[config.mk]
export PLATFORM = sky130hd
export DESIGN_NAME = fws_poller
export DESIGN_NICKNAME = d
export VERILOG_FILES = /design/src/fws_pkg.sv /design/src/fws_poller.sv
export SDC_FILE = /design/constraint.sdc
export NUM_CORES = 1
export LEC_CHECK = 0
export ABC_AREA = 1
export BUFFER_PORTS_ARGS = -buffer_cell sky130_fd_sc_hd__buf_2
export CAP_MARGIN = 20
export CORE_MARGIN = 1
export CORE_UTILIZATION = 30
export DETAILED_ROUTE_END_ITERATION = 16
export SETUP_SLACK_MARGIN = 0.2
export SLEW_MARGIN = 20
export SYNTH_ARGS = -nofsm -noshare
export SYNTH_HDL_FRONTEND = slang
export SYNTH_SLANG_ARGS = --single-unit
[constraint.sdc]
create_clock -name SYS_CLK -period 3.1 [get_ports SYS_CLK]
set_clock_uncertainty 0.2 [all_clocks]
set_input_delay 0.31 -clock SYS_CLK [delete_from_list [all_inputs] [get_ports SYS_CLK]]
set_output_delay 0.31 -clock SYS_CLK [all_outputs]
set_load 0.01 [all_outputs]
[src/fws_pkg.sv]
// package of constants and carriers for the flash write status poller
package fws_pkg;
  // software register offsets (word index on the plain port)
  localparam logic [3:0] REG_CTRL    = 4'h0;  // write: start poll / reset command / erase poll mode
  localparam logic [3:0] REG_ADDR    = 4'h1;  // poll address
  localparam logic [3:0] REG_DATA    = 4'h2;  // expected data for program poll
  localparam logic [3:0] REG_STATUS  = 4'h3;  // live state
  localparam logic [3:0] REG_IRQ     = 4'h4;  // sticky events, write one to clear
  localparam logic [3:0] REG_MASK    = 4'h5;  // interrupt mask
  localparam logic [3:0] REG_LAST    = 4'h6;  // last status byte read
  // control bit positions
  localparam int CTRL_POLL  = 0;  // start a toggle poll
  localparam int CTRL_RST   = 1;  // issue reset command
  localparam int CTRL_ERASE = 2;  // mode: sector erase poll (checks window flag)
  // status data bit positions on the flash bus
  localparam int DQ_POLLED  = 7;  // polled data bit
  localparam int DQ_TOGGLE  = 6;  // toggle bit one
  localparam int DQ_TIMEOUT = 5;  // timeout failure flag
  localparam int DQ_WINDOW  = 3;  // erase window flag
  localparam int DQ_SECTOR  = 2;  // sector toggle bit
  // event bit positions
  localparam int EV_DONE = 0;  // operation completed
  localparam int EV_FAIL = 1;  // timeout failure
  localparam int EV_WIN  = 2;  // erase window closed
  localparam int EV_W    = 3;  // event field width
  // reset command value
  localparam logic [7:0]  CMD_RESET = 8'hf0;  // reset command byte
  // timing: read access time and sleep margin
  localparam int ACC_NS    = 70;  // address access time
  localparam int SLEEP_NS  = 30;  // extra stable time before auto sleep
  localparam int CLK_NS    = 4;   // 250 MHz
  localparam int RD_CYC    = (ACC_NS + CLK_NS - 1) / CLK_NS;  // least time, round up
  localparam int WR_CYC    = (ACC_NS + CLK_NS - 1) / CLK_NS;  // write pulse width
  localparam int SLEEP_CYC = (ACC_NS + SLEEP_NS + CLK_NS - 1) / CLK_NS;  // sleep entry
  // flash bus carrier
  typedef struct packed {
    logic        ce_n;   // chip enable
    logic        oe_n;   // output enable
    logic        we_n;   // write enable
    logic [19:0] addr;   // address
  } fws_bus_t;
  typedef enum {S_IDLE, S_RD1, S_RD2, S_CHK, S_WR, S_GAP} fws_state_t;
endpackage : fws_pkg

[src/fws_poller.sv]
// host side status poller for an embedded program/erase flash
//
// Behaviour
// RQ1 - timeout failure flag one means operation failed
// RQ2 - program one over zero later raises failure
// RQ3 - after failure, host writes reset command
// RQ4 - window flag zero during timeout, then one
// RQ5 - each extra sector erase restarts timeout
// RQ6 - window flag unused for chip erase
// RQ7 - window flag one: only suspend accepted
// RQ8 - window flag zero: more sectors accepted
// RQ9 - confirm acceptance by toggle before window
// RQ10 - read window flag around each extra erase
// RQ11 - status bit values per operating state
// RQ12 - status reads use a valid address
// RQ13 - stable address for long time: sleep
// RQ14 - suspend: toggle stops, ready high
// RQ15 - sector toggle flips in erasing sectors
// RQ16 - toggle bit one flips each read
// RQ17 - idle device returns array data
`timescale 1ns/100ps
`default_nettype none
module fws_poller
  import fws_pkg::*;
(
  input  wire logic              SYS_CLK,    // 250 MHz
  input  wire logic              SRST,       // synchronous, active high
  input  wire logic [3:0]        ADDR,       // register index
  input  wire logic [31:0]       WDATA,      // write data
  input  wire logic              WR,         // write strobe
  input  wire logic              RD,         // read strobe
  output logic [31:0]            RDATA,      // read data, cycle after RD
  output logic                   IRQ,        // level interrupt
  output fws_pkg::fws_bus_t      FL_BUS,     // flash strobes and address
  output logic [7:0]             FL_DQ_O,    // data out to flash
  output logic                   FL_DQ_OE,   // high while driving data
  input  wire logic [7:0]        FL_DQ_I,    // data in from flash
  input  wire logic              FL_READY_BUSY_I  // ready_busy_out pin, pulled up
);
  import fws_pkg::*;

  // pin synchronisers: first stage feeds only the second
  logic [8:0] sy1_r, sy2_r;
  always_ff @(posedge SYS_CLK) begin
    sy1_r <= {FL_READY_BUSY_I, FL_DQ_I};
    sy2_r <= sy1_r;
  end
  wire logic [7:0] dq_s   = sy2_r[7:0];  // synchronised data
  wire logic       ready_busy_s = sy2_r[8];  // synchronised ready/busy

  // sequencer state
  fws_state_t  st_r, st_nxt;            // poll state
  logic [7:0]  cnt_r, cnt_nxt;          // strobe timer
  logic [7:0]  first_r, first_nxt;      // first of two reads
  logic [7:0]  last_r, last_nxt;        // last status byte
  logic        recheck_r, recheck_nxt;  // second pass after failure seen
  logic        erase_r, erase_nxt;      // sector erase poll mode
  logic [19:0] addr_r, addr_nxt;        // poll address
  logic [7:0]  exp_r, exp_nxt;          // expected data
  logic [EV_W-1:0] ev_r, ev_nxt;        // sticky events
  logic [EV_W-1:0] mask_r, mask_nxt;    // interrupt mask
  logic        busy_r, busy_nxt;        // poll in progress
  logic        ok_r, ok_nxt;            // last operation succeeded
  logic [EV_W-1:0] ev_set;              // events raised this cycle
  fws_bus_t    bus_r, bus_nxt;          // flash strobes

  // next-state logic for sequencer, registers and events
  always_comb begin
    st_nxt = st_r;
    cnt_nxt = cnt_r;
    first_nxt = first_r;
    last_nxt = last_r;
    recheck_nxt = recheck_r;
    erase_nxt = erase_r;
    addr_nxt = addr_r;
    exp_nxt = exp_r;
    mask_nxt = mask_r;
    busy_nxt = busy_r;
    ok_nxt = ok_r;
    bus_nxt = bus_r;
    ev_set = '0;
    // register writes from software
    if (WR) begin
      case (ADDR)
        REG_ADDR: addr_nxt = WDATA[19:0];  // valid program or sector address RQ12
        REG_DATA: exp_nxt = WDATA[7:0];
        REG_MASK: mask_nxt = WDATA[EV_W-1:0];
        REG_CTRL: begin
          if (st_r == S_IDLE && WDATA[CTRL_RST]) begin
            // reset command returns flash to array reads RQ3
            st_nxt = S_WR;
            cnt_nxt = 8'(WR_CYC);
            bus_nxt = '{ce_n: 1'b0, oe_n: 1'b1, we_n: 1'b0, addr: addr_r};
          end else if (st_r == S_IDLE && WDATA[CTRL_POLL]) begin
            // window flag only meaningful for sector erase RQ6
            erase_nxt = WDATA[CTRL_ERASE];
            busy_nxt = 1'b1;
            recheck_nxt = 1'b0;
            st_nxt = S_RD1;
            cnt_nxt = 8'(RD_CYC);
            bus_nxt = '{ce_n: 1'b0, oe_n: 1'b0, we_n: 1'b1, addr: addr_r};
          end
        end
        default: ;
      endcase
    end
    // flash read/write sequencing
    case (st_r)
      S_IDLE: ;
      S_RD1, S_RD2: begin
        if (cnt_r != 8'h00) begin
          cnt_nxt = cnt_r - 8'h01;
        end else begin
          // each read cycle framed by oe, so toggle bit advances RQ16
          bus_nxt.oe_n = 1'b1;
          bus_nxt.ce_n = 1'b1;
          if (st_r == S_RD1) begin
            first_nxt = dq_s;
            st_nxt = S_GAP;
          end else begin
            last_nxt = dq_s;
            st_nxt = S_CHK;
          end
          cnt_nxt = 8'h01;
        end
      end
      S_GAP: begin
        // two idle cycles so the device sees two distinct reads
        if (cnt_r != 8'h00) begin
          cnt_nxt = cnt_r - 8'h01;
        end else begin
          st_nxt = S_RD2;
          cnt_nxt = 8'(RD_CYC);
          bus_nxt = '{ce_n: 1'b0, oe_n: 1'b0, we_n: 1'b1, addr: addr_r};
        end
      end
      S_CHK: begin
        // stopped toggle: done; RQ11 RQ14 RQ17
        if (first_r[DQ_TOGGLE] == last_r[DQ_TOGGLE]) begin
          st_nxt = S_IDLE;
          busy_nxt = 1'b0;
          ok_nxt = 1'b1;
          ev_set[EV_DONE] = 1'b1;
        end else if (last_r[DQ_TIMEOUT] && recheck_r) begin
          // still toggling after failure flag: failed RQ1 RQ2
          st_nxt = S_IDLE;
          busy_nxt = 1'b0;
          ok_nxt = 1'b0;
          ev_set[EV_FAIL] = 1'b1;
        end else begin
          // toggle may stop just as failure rises: read again
          recheck_nxt = last_r[DQ_TIMEOUT];
          st_nxt = S_RD1;
          cnt_nxt = 8'(RD_CYC);
          bus_nxt = '{ce_n: 1'b0, oe_n: 1'b0, we_n: 1'b1, addr: addr_r};
        end
        // window rose between paired reads: last sector add may be refused RQ4 RQ7 RQ8 RQ9 RQ10
        if (erase_r && last_r[DQ_WINDOW] && !first_r[DQ_WINDOW]) begin
          ev_set[EV_WIN] = 1'b1;
        end
      end
      S_WR: begin
        if (cnt_r != 8'h00) begin
          cnt_nxt = cnt_r - 8'h01;
        end else begin
          bus_nxt.we_n = 1'b1;
          bus_nxt.ce_n = 1'b1;
          st_nxt = S_IDLE;
        end
      end
      default: st_nxt = S_IDLE;
    endcase
  end

  // sticky events: set beats a same-cycle clear
  always_comb begin
    ev_nxt = ev_r;
    if (WR && ADDR == REG_IRQ) begin
      ev_nxt = ev_r & ~WDATA[EV_W-1:0];
    end
    ev_nxt = ev_nxt | ev_set;
  end

  // register all state except read data and pin synchronisers
  always_ff @(posedge SYS_CLK) begin
    if (SRST) begin
      st_r <= S_IDLE;
      cnt_r <= 8'h00;
      first_r <= 8'h00;
      last_r <= 8'h00;
      recheck_r <= 1'b0;
      erase_r <= 1'b0;
      addr_r <= 20'h00000;
      exp_r <= 8'h00;
      ev_r <= '0;
      mask_r <= '0;
      busy_r <= 1'b0;
      ok_r <= 1'b0;
      bus_r <= '{ce_n: 1'b1, oe_n: 1'b1, we_n: 1'b1, addr: 20'h00000};
    end else begin
      st_r <= st_nxt;
      cnt_r <= cnt_nxt;
      first_r <= first_nxt;
      last_r <= last_nxt;
      recheck_r <= recheck_nxt;
      erase_r <= erase_nxt;
      addr_r <= addr_nxt;
      exp_r <= exp_nxt;
      ev_r <= ev_nxt;
      mask_r <= mask_nxt;
      busy_r <= busy_nxt;
      ok_r <= ok_nxt;
      bus_r <= bus_nxt;
    end
  end

  // read data register, valid the cycle after the strobe
  logic [31:0] rdata_r, rdata_nxt;
  always_comb begin
    rdata_nxt = 32'h00000000;
    if (RD) begin
      case (ADDR)
        REG_ADDR:   rdata_nxt = {12'h000, addr_r};
        REG_DATA:   rdata_nxt = {24'h000000, exp_r};
        REG_STATUS: rdata_nxt = {28'h0000000, ready_busy_s, ok_r, erase_r, busy_r};
        REG_IRQ:    rdata_nxt = {29'h00000000, ev_r};
        REG_MASK:   rdata_nxt = {29'h00000000, mask_r};
        REG_LAST:   rdata_nxt = {24'h000000, last_r};
        default:    rdata_nxt = 32'h00000000;  // unmapped reads zero
      endcase
    end
  end
  always_ff @(posedge SYS_CLK) begin
    if (SRST) begin
      rdata_r <= 32'h00000000;
    end else begin
      rdata_r <= rdata_nxt;
    end
  end

  // outputs; address held steady across reads lets the device sleep RQ13
  assign RDATA    = rdata_r;
  assign IRQ      = |(ev_r & mask_r);
  assign FL_BUS   = bus_r;
  assign FL_DQ_O  = CMD_RESET;
  assign FL_DQ_OE = (st_r == S_WR);
endmodule // fws_poller
`default_nettype wire

# After elaboration in Yosys (flattened, before gate mapping)
# Cells that the tools add are included.
# word_totals
ram_bits,0
input_bits,49
out_inout_bits,65
latchBits,0
mem_bits_ro,0
memories,0
ff_bits,166
# op_classes
order_cmp,0
n_bitwise,8
n_mul,0
shift,0
muxes,58
eq_ne,14
n_div,0
add_sub_neg,1
n_reduce_logical,22
# op_table
op,n
$mux W32,7
$mux W23,7
$pmux W32 S5,1
$pmux W20 S6,1
$eq A32 B2 Y1 const B,3
$mux W8,9
$eq A32 B3 Y1 const B,2
$logic_not A32 Y1,2
$pmux W20 S2,1
$eq A32 B1 Y1 const B,1
$eq A32 B4 Y1 const B,1
$pmux W8 S4,1
$mux W1,24
$eq A4 B3 Y1 const B,3
$mux W3,3
$eq A4 B2 Y1 const B,2
$reduce_and A2 Y1,4
$reduce_bool A8 Y1,1
$sub A8 B1 Y8 const B,1
$and A3 B3 Y3,2
$logic_and A1 B1 Y1,6
$pmux W1 S3,2
$reduce_and A3 Y1,2
$eq A4 B1 Y1 const B,1
other kinds (12),16

# Longest topological paths before layout
# depth
ltp_word,9
depth_mapped,14
depth_no_buf,13

# Worst setup path after synthesis
# OpenSTA, ideal clock, no wires.
# synth_path
path_kind,register -> register
from,reg cnt_r[0]
to,"reg bus_r, in the netlist FL_BUS[0]"
synth_period_minus_slack_ns,1.857
path_slack_ns,1.243
n_path_buf,1
setup_ns,0.115
arrival_ns,1.542
stages_incl_launch_ff,11
required_ns,2.785
cell_sequence,dfxtp_1 > inv_1 > ha_1 > nand2_1 > nor3_2 > nand3_2 > nand2_2 > nand3_4 > buf_2 > a21oi_1 > nor2_1
# synth_via
elab_chain_cells,3
# synth_rtl
element,line,text
start: declaration,fws_poller.sv:53,"logic [7:0] cnt_r, cnt_nxt;"
start signal: assignment,fws_poller.sv:202,cnt_r <= cnt_nxt;
$reduce_bool A8 Y1,fws_poller.sv:129,if (cnt_r != 8'h00) begin
$mux W23,fws_poller.sv:129,
$pmux W20 S2,fws_poller.sv:108,case (st_r)
end signal: assignment,fws_poller.sv:199,"bus_r <= '{ce_n: 1'b1, oe_n: 1'b1, we_n: 1'b1, addr: 20'h00000};"
end signal: assignment,fws_poller.sv:213,bus_r <= bus_nxt;
end: declaration,fws_poller.sv:65,"fws_bus_t bus_r, bus_nxt;"
# No other way between the ends.
# A chain may end at the register's enable or synchronous reset.

# Worst setup path after layout
# layout_path
from,reg cnt_r[0]
to,reg last_r[1]
# layout_via
elab_chain_cells,3
# layout_rtl
element,line,text
$reduce_bool A8 Y1,fws_poller.sv:111,if (cnt_r != 8'h00) begin
$not A1 Y1 (no line),-,
$reduce_and A3 Y1 (no line),-,
end signal: assignment,fws_poller.sv:204,last_r <= last_nxt;
end: declaration,fws_poller.sv:55,"logic [7:0] last_r, last_nxt;"
# No other way between the ends.

==> results.md <==
- Crit. End Element: register
- Slew headroom: between 50% and 60%
- Final core occ: 38.9%
- MaxCap Viol Count: 0
- Routed wire length: 13.9 mm
- Worst-margin pin slew: 619 ps
- Fmax: a little over 400 MHz
- GRT Resource Usage Total: 14.3%
- DRT antenna net count: 0
- Root buffer cell: clkbuf_16
- Final number of hold-violating endpoints: 0
- Initial Util: about 31%
- Sequential fraction of the synthesis area: 50.9%
- Worst R2R Start: cnt_r[0]$_SDFF_PP0_
- Initial antenna violation count: 1
- Post CTS Setup Buffer Count: 0
- Mapped Avg Cell Area: between 7 and 8 um2
- Min-Delay Path Class: in2reg
- Start point of the critical path: cnt_r[0]$_SDFF_PP0_
- Pin count of the biggest net entering global routing: between 40 and 50
- Syn Inst Count: 742
- Total negative slack: 0 ps
- Startpoint types: register
- Post-synth ARST share: 0%
- CTS tree: built
- Top cells by count, synth: 149 x dfxtp_1, 116 x nand2_1, 99 x inv_1
- Pwr dens: 573 nW/um2
- Count leader, synth: dfxtp_1
- Routed vias/inst: 4.31
- CP arrival: 2500 ps
- Clk slew on worst S/H paths: about 60 ps
- Final hold slack: 29.5 ps
- Drt pass-1 iters: 4
- RSZ-0062 raised after global routing: false
- Peak supply drop: 0.396 mV
- Share of post-route cells with drive strength above 1: between 15 and 20%
- Vias in the first global route: 4,510
- Die ar.: 20,100 um2
- I/O pin total: 114
- Outcome: finished clean
- First-pass GRT wire length: 22.1 mm
- Grt ovf: 0
- Leak: roughly 3.3 nW
- GPL Wtd Cong: 0.831
- Kind of critical path: reg2reg
- Cts bufs inserted: 17
- Core Area: between 15,000 and 20,000 um2
- Yosys reg bits: 149
- H-tree depth reported by CTS: 4
- Final setup violation count: 0
- Fin. max-slew vios: 0
- Max clock buf depth: 2
- Yosys top cell by area: dfxtp_1
- Fin nets: a little over 900
- Initial detailed-routing violation count: about 260
- Die width: between 100 and 150 um
- EDFF count, synth: 0
- Top_reg_cell synth: dfxtp_1
- Worst path required time: 3200 ps
- Synth top area share: between 50% and 60%
- Final period util: 77.7%
- Num Clock Sinks: ~150
- Synth top area cells: dfxtp_1 51%, nand2_1 7.4%, a21oi_1 6.5%
- Hold wc startpoint: WDATA[8]
- Synth warn: 0
- Die Height: 142 um
- Synth Cell Area: slightly below 6000 um2
- Synth unique cells: 38
- Worst skew pair latency: approximately 420 ps
- Minimum clock period: 2410 ps
- Area grow syn2layout: 25.6%
- DP HPWL: slightly below 10 mm
- Count of input and output buffers: 81
- Critical path peak fanout: 16
- # DRC: 0
- Routed vias: 4,934
- Num rows: 50
- DR WL/cell: 12.1 um
[critical path, cell delays in order (launching register included)]
cell and delay [ps]:
dfxtp_1 310, inv_1 100, ha_1 190, nand2_1 100
nor3_2 200, nand3_2 240, inv_2 250, nand4_2 340
o21ai_0 300, a21oi_1 60
[per-stage QoR]
| step | area (um2) | std cells | worst slack (ps) | power (W) |
|---|---|---|---|---|
| 6_report | 7370 | 1145 | 692 | 0.00422 |
| 2_1_floorplan | 6040 | 789 | 1240 | 0.00211 |
| 3_3_place_gp | 6510 | 1088 | 309 | 0.00214 |
| 5_1_grt | 7370 | 1144 | 466 | 0.00437 |
| 3_5_place_dp | 6510 | 1088 | 348 | 0.00214 |
| 4_1_cts | 7360 | 1144 | 322 | 0.00428 |
[sequential cells by signal, indices dropped and copies added, names as in the netlist]
signal	cells
st_r	32
FL_BUS	23
RDATA	20
addr_r	20
sy1_r	9
sy2_r	9
cnt_r	8
exp_r	8
last_r	8
ev_r	3
mask_r	3
first_r	2
busy_r	1
erase_r	1
ok_r	1
recheck_r	1
[report_power, final]
group | total (W) | internal [W] | leakage (nW) | switching (W)
logic | 0.000156 | 0.0000602 | 1.75 | 0.0000954
registers | 0.00197 | 0.00196 | 1.22 | 0.0000125
clock network | 0.00210 | 0.00134 | 0.292 | 0.000756
[layout make-up]
type	count	area, um2
diodes	1	2.50
inverters	108	405
well taps	260	325
fillers	1991	11600
repair buffers	111	693
clock buffers	22	444
multi-input cells	485	2360
flip-flops and latches	149	2980
clock inverters	9	153
[cells in the final DEF (no fill, tap or decap), types with 17 or more instances in the layout]
cell,instances
dlygate4sd3_1,25
clkbuf_16,17
nor3_1,19
nor2_1,64
nand2_1,116
dfxtp_1,149
o21ai_0,53
buf_2,81
conb_1,49
inv_1,99
a21oi_1,76
nand3_1,40
[final timing paths]
check | endpoint | slack (ps) | depth (start not counted)
max | last_r[1]$_SDFFE_PP0P_ | 690 | 9
min | addr_r[8]$_SDFFE_PP0P_ | 30 | 3
max reg2reg | last_r[1]$_SDFFE_PP0P_ | 690 | 9
min reg2reg | sy2_r[4]$_DFF_P_ | 130 | 0
[metal layers]
metal	up-vias	global-route usage, %	part of all wire [%]
li1	2580	-	-
met1	2219	17.3	47
met2	122	23.9	47
met3	13	4.32	5.3
met4	0	4.92	0.87
met5	-	0	0
[repair_timing]
| item | CTS | global route |
|---|---|---|
| hold endpoints to repair | 29 | 0 |
| resized for setup | 0 | 0 |
| hold buffers | 25 | 0 |
[kinds of logic after synthesis]
logic type                 after synthesis  synth area share [%]
AOI/OAI and AO/OA                      158                  14.4
other                                    2                 0.128
buffers and inverters                  155                  12.0
adders and majority gates                1                 0.213
and+or+nand+nor                        272                  21.7
xor gates and xnor gates                 5                 0.747
DFF                                    149                  50.9
No activity file was read; power rests on OpenSTA's default activity.
